<file path="src/core/gauge_cfg_pkg.sv">
// constants for the pack configuration register bank
package gauge_cfg_pkg;
  // ---------------------------------------------------------------
  // register map (word index on the plain register port)
  // ---------------------------------------------------------------
  localparam int          ADDR_W           = 4;
  localparam logic [3:0]  ADDR_PRIMARY     = 4'h0;
  localparam logic [3:0]  ADDR_SECONDARY   = 4'h1;
  localparam logic [3:0]  ADDR_SOC_DISPLAY = 4'h2;
  localparam logic [3:0]  ADDR_STATUS      = 4'h3;
  localparam logic [3:0]  ADDR_CAL_PARAM   = 4'h4;
  localparam logic [3:0]  ADDR_OFFSET      = 4'h5;
  // ---------------------------------------------------------------
  // primary word fields
  // ---------------------------------------------------------------
  localparam int BIT_RESERVE_COMP   = 15;
  localparam int BIT_CAL_PERMIT     = 14;
  localparam int BIT_RESCALE_NOTICE = 13;
  localparam int BIT_DIVIDER_SEL    = 11;
  localparam int BIT_WAKE_EN        = 10;
  localparam int BIT_WAKE_HI        = 9;
  localparam int BIT_WAKE_LO        = 8;
  localparam int BIT_RES_STEP       = 7;
  localparam int BIT_LOW_POWER      = 6;
  localparam int BIT_FULL_COPY      = 5;
  localparam int BIT_TEMP_SLOPE     = 4;
  localparam int BIT_NEG_VOLT       = 3;
  localparam int BIT_PASSED_CLR     = 2;
  localparam int BIT_GND_SEL        = 1;
  localparam int BIT_TEMP_SRC       = 0;
  localparam logic [15:0] PRIMARY_MASK  = 16'hEFFF;
  localparam logic [15:0] PRIMARY_RESET = 16'h01E1;
  // ---------------------------------------------------------------
  // secondary and display words
  // ---------------------------------------------------------------
  localparam logic [7:0]  SECONDARY_MASK  = 8'hAF;
  localparam logic [7:0]  SECONDARY_RESET = 8'hA3;
  localparam logic [7:0]  SOC_RESET       = 8'h00;
  localparam int BIT_TEMP_BANDED  = 3;
  localparam int BIT_HOLD         = 6;
  localparam int BIT_ZERO_LOCK    = 3;
  localparam int BIT_RELAX_JUMP   = 2;
  localparam int BIT_RELAX_SMOOTH = 1;
  localparam int BIT_SMOOTH       = 0;
  // ---------------------------------------------------------------
  // autocalibration timing and defaults
  // ---------------------------------------------------------------
  localparam int  CLK_MHZ          = 125;
  localparam int  BUS_LOW_US       = 1000;
  localparam int  BUS_LOW_CYCLES   = BUS_LOW_US * CLK_MHZ;
  localparam int  CAL_CYCLES       = 64;
  localparam int  CNT_W            = 24;
  localparam logic [15:0] CAL_PARAM_RESET = 16'h0010;
endpackage : gauge_cfg_pkg

</file>
<file path="src/core/gauge_pack_config_autocal.sv">
// pack configuration register bank with current-sense offset autocalibration
// ---------------------------------------------------------------
// ---------------------------------------------------------------
//
// Decided for this implementation: strobed register access and the register addresses.
`timescale 1ns/10ps
module gauge_pack_config_autocal #(
  parameter int SW         = 16,
  parameter int BUS_LOW_CY = gauge_cfg_pkg::BUS_LOW_CYCLES
) (
  input  wire logic                             clk,
  input  wire logic                             sys_rst,
  input  wire logic [gauge_cfg_pkg::ADDR_W-1:0] reg_addr,
  input  wire logic [15:0]                      reg_wdata,
  input  wire logic                             reg_wr,
  input  wire logic                             reg_rd,
  output logic      [15:0]                      reg_rdata,
  input  wire logic                             bus_lines_low,
  input  wire logic signed [SW-1:0]             sense_voltage,
  input  wire logic                             sample_valid,
  input  wire logic [15:0]                      deadband,
  input  wire logic                             avg_current_low,
  input  wire logic                             voltage_delta_hit,
  input  wire logic                             temp_delta_hit,
  input  wire logic                             voltage_drop_abort,
  input  wire logic                             nickel_chem,
  input  wire logic                             relax_exit,
  input  wire logic                             depth_updated,
  input  wire logic                             charge_term,
  input  wire logic                             cal_mode_req,
  input  wire logic                             sleep_ok,
  input  wire logic                             discharging,
  input  wire logic                             relaxing,
  input  wire logic                             at_zero,
  output logic signed [SW-1:0]                  sense_corrected,
  output logic                                  cal_busy,
  output logic                                  cal_mode_enter,
  output logic                                  sleep_enter,
  output logic                                  load_rm_from_fcc,
  output logic                                  clear_passed_charge,
  output logic                                  term_temp_slope,
  output logic                                  term_neg_voltage,
  output logic                                  divider_select,
  output logic [2:0]                            wake_config,
  output logic                                  reserve_noload_comp,
  output logic                                  resistance_step_enable,
  output logic                                  adc_ground_select,
  output logic                                  temp_source_select,
  output logic                                  temp_banded_charging,
  output logic                                  charge_percent_hold,
  output logic                                  zero_lock_active,
  output logic                                  relax_jump_permit,
  output logic                                  relax_smoothing_permit
);
  import gauge_cfg_pkg::*;

  typedef enum logic [1:0] {CAL_IDLE, CAL_RUN} cal_state_t;

  logic [15:0]            primary_q;
  logic [7:0]             secondary_q;
  logic [7:0]             soc_q;
  cal_state_t             cal_q;
  logic [CNT_W-1:0]       low_cnt_q;
  logic [7:0]             run_cnt_q;
  logic signed [SW-1:0]   offset_q;
  logic signed [SW-1:0]   last_q;
  logic                   bus_cal_done_q;
  logic                   aborted_q;
  logic [15:0]            cal_count_q;
  logic                   start_bus;
  logic                   start_cond;

  function automatic logic [15:0] abs16(input logic signed [SW-1:0] v);
    logic signed [SW-1:0] a;
    a = (v < 0) ? -v : v;
    return 16'(a);
  endfunction : abs16

  // ---------------------------------------------------------------
  // configuration words
  // ---------------------------------------------------------------
  always_ff @(posedge clk or posedge sys_rst) begin
    if (sys_rst) begin
      primary_q   <= PRIMARY_RESET;
      secondary_q <= SECONDARY_RESET;
      soc_q       <= SOC_RESET;
    end else if (reg_wr) begin
      unique case (reg_addr)
        ADDR_PRIMARY:     primary_q   <= reg_wdata & PRIMARY_MASK;
        ADDR_SECONDARY:   secondary_q <= reg_wdata[7:0] & SECONDARY_MASK;
        ADDR_SOC_DISPLAY: soc_q       <= reg_wdata[7:0];
        default: ;
      endcase
    end
  end

  // ---------------------------------------------------------------
  // read port; data stand in the cycle after the strobe only
  // ---------------------------------------------------------------
  always_ff @(posedge clk or posedge sys_rst) begin
    if (sys_rst) begin
      reg_rdata <= 16'h0000;
    end else if (reg_rd) begin
      unique case (reg_addr)
        ADDR_PRIMARY:     reg_rdata <= primary_q;
        ADDR_SECONDARY:   reg_rdata <= {8'h00, secondary_q};
        ADDR_SOC_DISPLAY: reg_rdata <= {8'h00, soc_q};
        ADDR_STATUS:      reg_rdata <= {13'h0000, aborted_q, bus_cal_done_q, cal_busy};
        ADDR_CAL_PARAM:   reg_rdata <= cal_count_q;
        ADDR_OFFSET:      reg_rdata <= 16'(offset_q);
        default:          reg_rdata <= 16'h0000;
      endcase
    end else begin
      reg_rdata <= 16'h0000;
    end
  end

  // ---------------------------------------------------------------
  // autocalibration trigger and sequence
  // ---------------------------------------------------------------
  assign start_bus  = (low_cnt_q >= CNT_W'(BUS_LOW_CY)) && !bus_cal_done_q &&
                      (abs16(sense_voltage) > deadband);
  assign start_cond = avg_current_low && (voltage_delta_hit || temp_delta_hit);

  always_ff @(posedge clk or posedge sys_rst) begin
    if (sys_rst) begin
      low_cnt_q <= '0;
    end else if (!bus_lines_low) begin
      low_cnt_q <= '0;
    end else if (low_cnt_q != '1) begin
      low_cnt_q <= low_cnt_q + 1'b1;
    end
  end

  always_ff @(posedge clk or posedge sys_rst) begin
    if (sys_rst) begin
      cal_q          <= CAL_IDLE;
      run_cnt_q      <= 8'h00;
      offset_q       <= '0;
      bus_cal_done_q <= 1'b0;
      aborted_q      <= 1'b0;
      cal_busy       <= 1'b0;
    end else begin
      if (!bus_lines_low) begin
        bus_cal_done_q <= 1'b0;
      end
      unique case (cal_q)
        CAL_IDLE: begin
          if (start_bus || start_cond) begin
            cal_q     <= CAL_RUN;
            run_cnt_q <= 8'h00;
            cal_busy  <= 1'b1;
            aborted_q <= 1'b0;
            if (start_bus) begin
              bus_cal_done_q <= 1'b1; // one bus-low calibration per low period
            end
          end
        end
        CAL_RUN: begin
          if (voltage_drop_abort) begin
            cal_q     <= CAL_IDLE;
            cal_busy  <= 1'b0;
            aborted_q <= 1'b1;
          end else if (run_cnt_q == 8'(CAL_CYCLES - 1)) begin
            cal_q    <= CAL_IDLE;
            cal_busy <= 1'b0;
            offset_q <= sense_voltage; // settled zero-input reading
          end else begin
            run_cnt_q <= run_cnt_q + 8'h01;
          end
        end
        default: begin
          cal_q    <= CAL_IDLE;
          cal_busy <= 1'b0;
        end
      endcase
    end
  end

  always_ff @(posedge clk or posedge sys_rst) begin
    if (sys_rst) begin
      cal_count_q <= CAL_PARAM_RESET;
    end else if (cal_q == CAL_RUN && cal_busy && run_cnt_q == 8'(CAL_CYCLES - 1) && !voltage_drop_abort) begin
      cal_count_q <= cal_count_q + 16'h0001;
    end
  end

  // sample path holds the last rate while calibrating
  always_ff @(posedge clk or posedge sys_rst) begin
    if (sys_rst) begin
      last_q          <= '0;
      sense_corrected <= '0;
    end else if (sample_valid && !cal_busy) begin
      last_q          <= sense_voltage - offset_q;
      sense_corrected <= sense_voltage - offset_q;
    end else begin
      sense_corrected <= last_q;
    end
  end

  // ---------------------------------------------------------------
  // configuration decode to gauge controls
  // ---------------------------------------------------------------
  always_ff @(posedge clk or posedge sys_rst) begin
    if (sys_rst) begin
      cal_mode_enter         <= 1'b0;
      sleep_enter            <= 1'b0;
      load_rm_from_fcc       <= 1'b0;
      clear_passed_charge    <= 1'b0;
      term_temp_slope        <= 1'b0;
      term_neg_voltage       <= 1'b0;
      divider_select         <= 1'b0;
      wake_config            <= 3'h1;
      reserve_noload_comp    <= 1'b0;
      resistance_step_enable <= 1'b1;
      adc_ground_select      <= 1'b0;
      temp_source_select     <= 1'b1;
      temp_banded_charging   <= 1'b0;
      charge_percent_hold    <= 1'b0;
      zero_lock_active       <= 1'b0;
      relax_jump_permit      <= 1'b0;
      relax_smoothing_permit <= 1'b0;
    end else begin
      cal_mode_enter         <= cal_mode_req && primary_q[BIT_CAL_PERMIT];
      sleep_enter            <= sleep_ok && primary_q[BIT_LOW_POWER];
      load_rm_from_fcc       <= charge_term && primary_q[BIT_FULL_COPY];
      clear_passed_charge    <= relax_exit && depth_updated && primary_q[BIT_PASSED_CLR];
      term_temp_slope        <= nickel_chem && primary_q[BIT_TEMP_SLOPE];
      term_neg_voltage       <= nickel_chem && primary_q[BIT_NEG_VOLT];
      divider_select         <= primary_q[BIT_DIVIDER_SEL];
      wake_config            <= primary_q[BIT_WAKE_EN:BIT_WAKE_LO];
      reserve_noload_comp    <= primary_q[BIT_RESERVE_COMP];
      resistance_step_enable <= primary_q[BIT_RES_STEP];
      adc_ground_select      <= primary_q[BIT_GND_SEL];
      temp_source_select     <= primary_q[BIT_TEMP_SRC];
      temp_banded_charging   <= secondary_q[BIT_TEMP_BANDED];
      charge_percent_hold    <= discharging && soc_q[BIT_HOLD];
      zero_lock_active       <= relaxing && at_zero && soc_q[BIT_ZERO_LOCK];
      relax_jump_permit      <= soc_q[BIT_SMOOTH] && soc_q[BIT_RELAX_JUMP];
      relax_smoothing_permit <= soc_q[BIT_SMOOTH] && soc_q[BIT_RELAX_SMOOTH];
    end
  end
endmodule : gauge_pack_config_autocal

</file>
<file path="config.mk">
export PLATFORM = sky130hd
export DESIGN_NAME = gauge_pack_config_autocal
export DESIGN_NICKNAME = d
export VERILOG_FILES = /design/src/core/gauge_cfg_pkg.sv /design/src/core/gauge_pack_config_autocal.sv
export SDC_FILE = /design/constraint.sdc
export NUM_CORES = 1
export LEC_CHECK = 0
export ABC_CLOCK_PERIOD_IN_PS = 4600
export BUFFER_PORTS_ARGS = -buffer_cell sky130_fd_sc_hd__buf_2
export CAP_MARGIN = 20
export CORE_MARGIN = 3
export CORE_UTILIZATION = 52
export CTS_BUF_LIST = sky130_fd_sc_hd__clkbuf_8 sky130_fd_sc_hd__clkbuf_16
export DETAILED_ROUTE_END_ITERATION = 12
export PLACE_DENSITY = 0.77
export SYNTH_ARGS = -nofsm -noshare
export SYNTH_HDL_FRONTEND = slang
export SYNTH_SLANG_ARGS = --single-unit
</file>
<file path="constraint.sdc">
create_clock -name clk -period 4.6 [get_ports clk]
set_input_delay 0.92 -clock clk [delete_from_list [all_inputs] [get_ports clk]]
set_output_delay 0.92 -clock clk [all_outputs]
set_load 0.05 [all_outputs]
</file>
==> After elaboration in Yosys (flattened, before gate mapping) <==
Index checks and enable logic that the tools add are counted.
{ "word_totals": {"register_bits": 149, "in_bits": 71, "wordCells": 111} }
{ "classes": {"add_sub_neg": 5, "magnitude_cmp": 3, "eq_ne": 14, "mux": 24, "n_bitwise": 1, "n_reduce_logical": 34} }
{ "op_table": {"columns": ["cell", "count"], "rows": [
  ["case mux 16 bit (6 select lines)", 1],
  ["two-way mux 24 bit", 2],
  ["two-way mux 16 bit", 2],
  ["adder 24 x 1 -> 24 bit, second input constant", 1],
  [">= comparator 24 x 17 -> 1 bit, second input constant", 1],
  ["two-way mux 8 bit", 3],
  ["!= test 24 bit, second input constant", 1],
  ["logical AND 1 bit", 19],
  ["adder 16 x 1 -> 16 bit, second input constant", 1],
  ["> comparator 16 bit", 1],
  ["< comparator 16 x 1 -> 1 bit, second input constant", 1],
  ["negation 16 bit", 1],
  ["case mux 8 bit (2 select lines)", 1],
  ["subtractor 16 bit", 1],
  ["two-way mux 1 bit", 9],
  ["adder 8 x 1 -> 8 bit, second input constant", 1],
  ["equality test 4 x 2 -> 1 bit, second input constant", 2],
  ["equality test 4 x 3 -> 1 bit, second input constant", 2],
  ["equality test 8 x 6 -> 1 bit, second input constant", 1],
  ["!= test 2 bit, second input constant", 4],
  ["AND reduction 2 bit", 4],
  ["two-way mux 2 bit", 3],
  ["AND reduction 3 bit", 2],
  ["equality test 4 x 1 -> 1 bit, second input constant", 1],
  ["12 further kinds", 16]
]} }

==> Depth between registers and ports, before layout <==
Gate-level depths: netlist of the first run.
{ "depth": {"depth_word": 7, "ltp_mapped": 14, "ltp_nobuf": 14} }

==> Least setup slack after synthesis of the first run <==
Ideal clock, no wire load.
{ "synth_timing": {"kind": "input port to flip-flop", "start": "in sense_voltage[1]", "end": "reg cal_busy", "setup_ns": 0.124, "arrival_time_ns": 3.871, "required_time_ns": 4.476, "setup_slack_ns": 0.604, "stages": 14, "path_cell_list": "inv_1 -> ha_1 -> nand2_1 -> or3_1 -> or3_4 -> o41ai_2 -> xnor2_1 -> ha_1 -> nand4_1 -> or4_1 -> o2111ai_1 -> a31oi_1 -> o21bai_4 -> or2_1"} }
{ "synth_between": {"elab_chain_cells": 7, "elab_cells_between_ends": 8} }
{ "synth_lines": {"columns": ["element", "line", "rtl"], "rows": [
  ["start: declaration", "gauge_pack_config_autocal.sv:19", "input wire logic signed [SW-1:0] sense_voltage,"],
  ["negation 16 bit / < comparator 16 x 1 -> 1 bit (equally long branches)", "gauge_pack_config_autocal.sv:75", "a = (v < 0) ? -v : v;"],
  ["two-way mux 16 bit *", "gauge_pack_config_autocal.sv:75", null],
  ["> comparator 16 bit *", "gauge_pack_config_autocal.sv:122", "(abs16(sense_voltage) > deadband);"],
  ["logical AND 1 bit *", "gauge_pack_config_autocal.sv:121", "assign start_bus = (low_cnt_q >= CNT_W'(BUS_LOW_CY)) && !bus_cal_done_q &&"],
  ["logical OR 1 bit *", "gauge_pack_config_autocal.sv:149", "if (start_bus || start_cond) begin"],
  ["!= test 2 bit (no source line) *", null, null],
  ["AND reduction 2 bit (no source line) *", null, null],
  ["end signal: assignment", "gauge_pack_config_autocal.sv:152", "cal_busy <= 1'b1;"],
  ["end signal: assignment", "gauge_pack_config_autocal.sv:162", "cal_busy <= 1'b0;"],
  ["end signal: assignment", "gauge_pack_config_autocal.sv:166", "cal_busy <= 1'b0;"],
  ["end: declaration", "gauge_pack_config_autocal.sv:36", "output logic cal_busy,"]
]} }
Mark *: on every way between the ends. The rest lies on a longest branch, timed or not.
A chain may end at the register's enable or synchronous reset.

==> Worst setup path after layout of the first run <==
{ "layout_timing": {"start": "in sense_voltage[0]", "end": "reg cal_busy"} }
Same word-level chain as after synthesis.

==> results of run 1 <==
[sequential cells by signal, indices dropped and copies added (netlist names), 3 cells and up]
| name | flops |
|---|---|
| cal_count_q | 16 |
| low_cnt_q | 24 |
| last_q | 16 |
| run_cnt_q | 8 |
| offset_q | 16 |
| reg_rdata | 16 |
| soc_q | 8 |
| wake_config | 3 |
| primary_q | 15 |
| secondary_q | 6 |
[layer usage]
metal	vias up	GRT usage
li1	2883	-
met1	2913	0.3001
met2	204	0.3936
met3	31	0.05393
met4	0	0.08707
met5	-	0
[power breakdown]
group          internal, mW  switching, mW
combinational         0.203          0.454
clock                 0.926          0.590
sequential             1.45         0.0834
[final timing paths]
kind / to / slack [ns] / start
setup / recovery: cal_busy$_DFFE_PP0P_ / 0.61 / sense_voltage[0]
hold / removal: resistance_step_enable$_DFF_PP1_ / 0.38 / primary_q[7]$_DFFE_PP1P_
setup reg to reg: cal_count_q[12]$_DFFE_PP0P_ / 2.13 / cal_busy$_DFFE_PP0P_
hold reg to reg: resistance_step_enable$_DFF_PP1_ / 0.38 / primary_q[7]$_DFFE_PP1P_
max in group asynchronous: run_cnt_q[3]$_DFFE_PP0P_ / 3.32 / sys_rst
min in group asynchronous: last_q[2]$_DFFE_PP0P_ / 0.66 / sys_rst
[Yosys cell counts (all sizes together), types with 18 or more instances]
library cell	count	area [um^2]
nand4	18	140.1
ha	36	450.4
nand3	21	105.1
o21ai	53	265.3
xnor2	35	314.1
mux2	29	326.6
inv	42	157.7
dfrtp	134	3353
nor2	61	239.0
xor2	25	219.0
nand2	76	285.3
a21oi	31	158.9
[per-stage QoR]
step,instances,hold WS [ns]
3_5_place_dp,1027,0.3692
2_1_floorplan,741,0.3585
6_report,1059,0.3817
5_1_grt,1059,0.3787
4_1_cts,1059,0.3799
3_3_place_gp,1027,0.3686
[area by class of cell]
cell class,count,share of cell area
multi-input combinational,532,0.4101
sequential,147,0.4053
timing repair buffer,125,0.07110
clock buffer,17,0.04666
tap,180,0.02470
clock inverter,15,0.02402
inverter,43,0.01812
[cell usage in the layout (no fill, tap or decap), drive strengths merged, types with 4 or more instances in the layout]
cell type,n
inv,49
a222oi,13
nand2b,8
a21oi,31
nand3,21
clkbuf,17
o21a,4
nor2,61
dfrtp,134
and2,13
nor4,7
nor3,8
or4,5
or3,5
a211oi,6
xnor2,35
bufinv,4
nand2,76
mux2,29
buf,125
dfstp,13
ha,36
xor2,25
o21ai,53
o31ai,8
a22oi,8
nand4,18
nor2b,5
and3,9
mux2i,4
[cell families after synthesis]
logic type                 Yosys count  share of synthesized area
and+or+nand+nor                    254                     0.1775
adders and majority gates           37                    0.06124
buffers and inverters               62                    0.03322
xor gates and xnor gates            60                    0.06938
muxes                               33                    0.04772
DFF                                147                     0.4809
AOI/OAI and AO/OA                  148                     0.1300
[worst max-delay path: stages]
cell       delay (ns)
buf_2            0.11
inv_1            0.16
ha_1             0.19
nand2_1          0.07
or3_1            0.33
or3_4            0.37
o41ai_2          0.31
xnor2_1          0.11
ha_1             0.32
nand4_1          0.16
or4_1            0.55
o2111ai_1        0.11
a31oi_1          0.10
o21bai_4         0.26
or2_1            0.23
==> impl_metrics.toml, run 1 <==
[status]
outcome = "finished clean"

[worst_setup_path]
worstPathMaxFanout = 10
endpoint_kind = "flip-flop"
worstSetupPathType = "in -> reg"
worstRegToRegCells = 6
startpoint_type = "primary input"
data_required_time_at_the_worst_endpoint_ns = 4.92
crit_arrival_ns = 4.30

[logic_synthesis]
synth_cell_types = 79
synth_fp_nets = 849
synth-main-ff-cell = "dfrtp_1"
yosysWarningCount = 0
synth-edff-count = 0
yosys_register_bits = 147
post_synthesis_instance_area_mm2 = 0.007682
post_synth.cell_area_avg_um2 = 10.37
synth_cells = 741
synth-async-reset-ratio = 1.000
ys_seq_area_frac = 0.4809

[route]
route.detailed.wl_per_inst_um = 17.43
wl_met3_um = 1207
number_of_routed_nets_with_antenna_violations = 0
top_signal_layer_used = "met4"
drt_pre_antenna_iters = 6
routedLengthMet1_um = 7733
drt_first_iter_violations = 411
drt_drc_violations_left = 0
dr_wl_met2_um = 9129
postRouteWirelength_um = 18450
routed-via-count = 6031
detail_route.vias_per_cell = 5.695

[global_routing]
grt.total_usage = 0.2357
grt_start_max_net_pins = 148
antenna_violations_before_repair = 0
first_global_vias = 6133
overflow = 0
wire_length_of_the_first_global_routing_pass_um = 30310

[die]
fp.dieArea_mm2 = 0.01627
core_area_mm2 = 0.01415
die_x_um = 127.5
initial_utilization = 0.5429
rows = 43
ioPinCount = 123
die_y_um = 127.5

[cts]
clkTransAtPathRegs_ns = 0.07
worst_skew_pair.late_latency_ns = 0.43
clock_tree.root_cell = "clkbuf_16"
cts_hold_repair_buffers = 0
cts-resized-gates = 0
clock_buffer_count_from_cts = 17
cts.repair_timing.setup_buffer_count = 0
clkSinkCount = 147
cts_tree = "built"
cts-htree-levels = 4
clock_path_buffers = 2

[place]
port_buffers = 121
detailedPlacementHpwl_um = 13180
gp_routability_congestion = 0.9300
place_worst_setup_slack_ns = 0.1927
placedInstanceArea_mm2 = 0.008472

[timing]
clock.fmax_ghz = 0.2507
worst_slew_pin_slew_ns = 0.9084
tns_ns = 0
final-max-slew-violation-count = 0
final-setup-viol-count = 0
timing.final.ws_setup_ns = 0.6119
post_route_clock_skew_ns = 0.01081
report.final.hold_viol_count = 0
maxSlewHeadroom = 0.3922
grt_setup_unrepaired = "false"
fin_crit_ns = 3.988
fin_crit_sh = 0.8670

[final_layout]
register_area_mm2 = 0.003695
multiInputGateArea_mm2 = 0.003739
ant_diodes = 0
drive_above_1_share = 0.2537
design_area_mm2 = 0.009116
area_growth_pct = 18.66
final.fill_count = 1161
nets = 974
final_core_util = 0.6443

[flow_run]
maxCapViolations = 0

[min_path]
holdPathStages = 0
hp-class = "reg -> reg"

[power_and_ir_drop]
cellLeakagePower_nw = 4.369
worst_vdd_drop_v = 0.0003057
p_total_mw = 3.705
power.density_cell_area_mw_per_mm2 = 406.4
Note: power is estimated with default switching activity, not from simulation.
==> inputs of run 2 (changes only) <==
--- a/config.mk
+++ b/config.mk
@@ -9,10 +9,10 @@
 export BUFFER_PORTS_ARGS = -buffer_cell sky130_fd_sc_hd__buf_2
 export CAP_MARGIN = 20
 export CORE_MARGIN = 3
-export CORE_UTILIZATION = 52
+export CORE_UTILIZATION = 48
 export CTS_BUF_LIST = sky130_fd_sc_hd__clkbuf_8 sky130_fd_sc_hd__clkbuf_16
 export DETAILED_ROUTE_END_ITERATION = 12
-export PLACE_DENSITY = 0.77
+export PLACE_DENSITY = 0.72
 export SYNTH_ARGS = -nofsm -noshare
 export SYNTH_HDL_FRONTEND = slang
 export SYNTH_SLANG_ARGS = --single-unit
==> impl_metrics.toml, run 2 (synthesis gave the netlist of run 1 again) <==
[cts]
clock_tree.root_cell = "clkbuf_16"
cts-resized-gates = 0
clkTransAtPathRegs_ns = 0.07
clkSinkCount = 147
cts_tree = "built"
clock_path_buffers = 2
clock_buffer_count_from_cts = 17
cts_hold_repair_buffers = 0
cts.repair_timing.setup_buffer_count = 0
cts-htree-levels = 4
worst_skew_pair.late_latency_ns = 0.43

[timing]
final-max-slew-violation-count = 0
fin_crit_ns = 4.024
fin_crit_sh = 0.8747
timing.final.ws_setup_ns = 0.5762
maxSlewHeadroom = 0.4262
final.hold.worst_slack_ns = 0.3755
grt_setup_unrepaired = "false"
report.final.hold_viol_count = 0
clock.fmax_ghz = 0.2485
post_route_clock_skew_ns = 0.009971
final-setup-viol-count = 0
tns_ns = 0
worst_slew_pin_slew_ns = 0.8586

[global_routing]
overflow = 0
antenna_violations_before_repair = 0
grt.total_usage = 0.2121
top_usage_layer = "met2"
global_route.usage.met3 = 0.03840
global_route.usage.met1 = 0.2842
wire_length_of_the_first_global_routing_pass_um = 29770
grt_util_met2 = 0.3386
first_global_vias = 5869
grt_start_max_net_pins = 93

[route]
routed-via-count = 5954
drt_pre_antenna_iters = 7
number_of_routed_nets_with_antenna_violations = 0
route.detailed.wl_per_inst_um = 16.57
drt_first_iter_violations = 361
detail_route.vias_per_cell = 5.452
drt_drc_violations_left = 0
postRouteWirelength_um = 18100

[die]
rows = 45
initial_utilization = 0.4980
ioPinCount = 123
fp.dieArea_mm2 = 0.01756
die_x_um = 132.5
die_y_um = 132.5
core_area_mm2 = 0.01543

[place]
dpl.cell_count = 1060
gp_routability_congestion = 0.8771
placedInstanceArea_mm2 = 0.008526
place_worst_setup_slack_ns = 0.1745
port_buffers = 121
detailedPlacementHpwl_um = 13520

[power_and_ir_drop]
p_sw_frac = 0.3200
total_switching_power_mw = 1.140
sequentialPowerShare = 0.432
internal_power_mw = 2.423
power.share.clock = 0.385
p_total_mw = 3.563
cellLeakagePower_nw = 4.354
power.density_cell_area_mw_per_mm2 = 391.1
worst_vdd_drop_v = 0.0002899
combinational_fraction_of_design_power = 0.183

[final_layout]
final_common_cell = "dfrtp_1"
nets = 976
post_layout_nonfiller_instances = 1092
design_area_mm2 = 0.009111
drive_above_1_share = 0.2565
final_core_util = 0.5906
ant_diodes = 0
largest_reg_flops = 24
final_cell_mix = "134 x dfrtp_1, 121 x buf_2, 76 x nand2_1"
area_growth_pct = 18.60
largest_register = "low_cnt_q"

[worst_setup_path]
timing.reg2reg.setup_slack_ns = 2.06
worstSetupPathType = "in -> reg"
worstRegToRegCells = 6
worstPathMaxFanout = 10
endpoint_kind = "flip-flop"
data_required_time_at_the_worst_endpoint_ns = 4.91
startpoint_type = "primary input"
r2r-start = "cal_busy$_DFFE_PP0P_"
rr_endpoint = "cal_count_q[12]$_DFFE_PP0P_"
crit_arrival_ns = 4.33

[status]
outcome = "finished clean"

[min_path]
hp_start = "primary_q[0]$_DFFE_PP1P_"
hp-class = "reg -> reg"
holdPathStages = 0
hold_path_end = "temp_source_select$_DFF_PP1_"

[flow_run]
maxCapViolations = 0
-- run 2: cell count changes in the layout (fill, tap and decap cells not counted) --
cell and delta:
bufinv_16 -3, buf_4 +2, clkinvlp_4 -1, inv_1 -1
clkinv_2 +1, inv_8 +1, inv_6 +2, clkinv_4 +1
-- run 2: power by group through the flow --
stage | Combinational [mW] | Clock (mW) | Sequential, mW
after CTS | 0.659 | 1.40 | 1.54
after global routing | 0.706 | 1.46 | 1.56
after detailed placement | 0.656 | 0 | 1.56
after global placement | 0.647 | 0 | 1.56
after floorplan | 0.240 | 0 | 1.78
final | 0.653 | 1.37 | 1.54
-- run 2: area by class of cell --
cell class	count	area, um^2
Fill cell	1348	6316
Clock inverter	15	160.2
Multi-Input combinational cell	532	3739
Tap cell	211	264.0
Timing Repair Buffer	127	663.1
Clock buffer	17	425.4
Inverter	43	165.2
Sequential cell	147	3695
-- run 2: critical path, cell delays in order --
cell       delay (ns)
buf_2            0.13
inv_1            0.14
ha_1             0.18
nand2_1          0.06
or3_1            0.33
or3_4            0.37
o41ai_2          0.31
xnor2_1          0.10
ha_1             0.32
nand4_1          0.17
or4_1            0.55
o2111ai_1        0.12
a31oi_1          0.11
o21bai_4         0.26
or2_1            0.24
-- run 2: per-layer routing --
layer | routed length [um] | vias to the layer above
met1 | 8166 | 2858
met2 | 8548 | 169
met3 | 918 | 33
met5 | 0 | -
met4 | 465 | 0
li1 | - | 2894
-- run 2: worst max path at each step --
stage,cells after the start,to,from,slack (ns)
2_1_floorplan,14,cal_busy$_DFFE_PP0P_,sense_voltage[1],0.60
3_3_place_gp,15,cal_busy$_DFFE_PP0P_,sense_voltage[1],0.23
3_5_place_dp,15,cal_busy$_DFFE_PP0P_,sense_voltage[1],0.17
4_1_cts,15,run_cnt_q[0]$_DFFE_PP0P_,sense_voltage[1],0.62
5_1_grt,15,run_cnt_q[0]$_DFFE_PP0P_,sense_voltage[1],0.35
6_report,15,cal_busy$_DFFE_PP0P_,sense_voltage[1],0.58
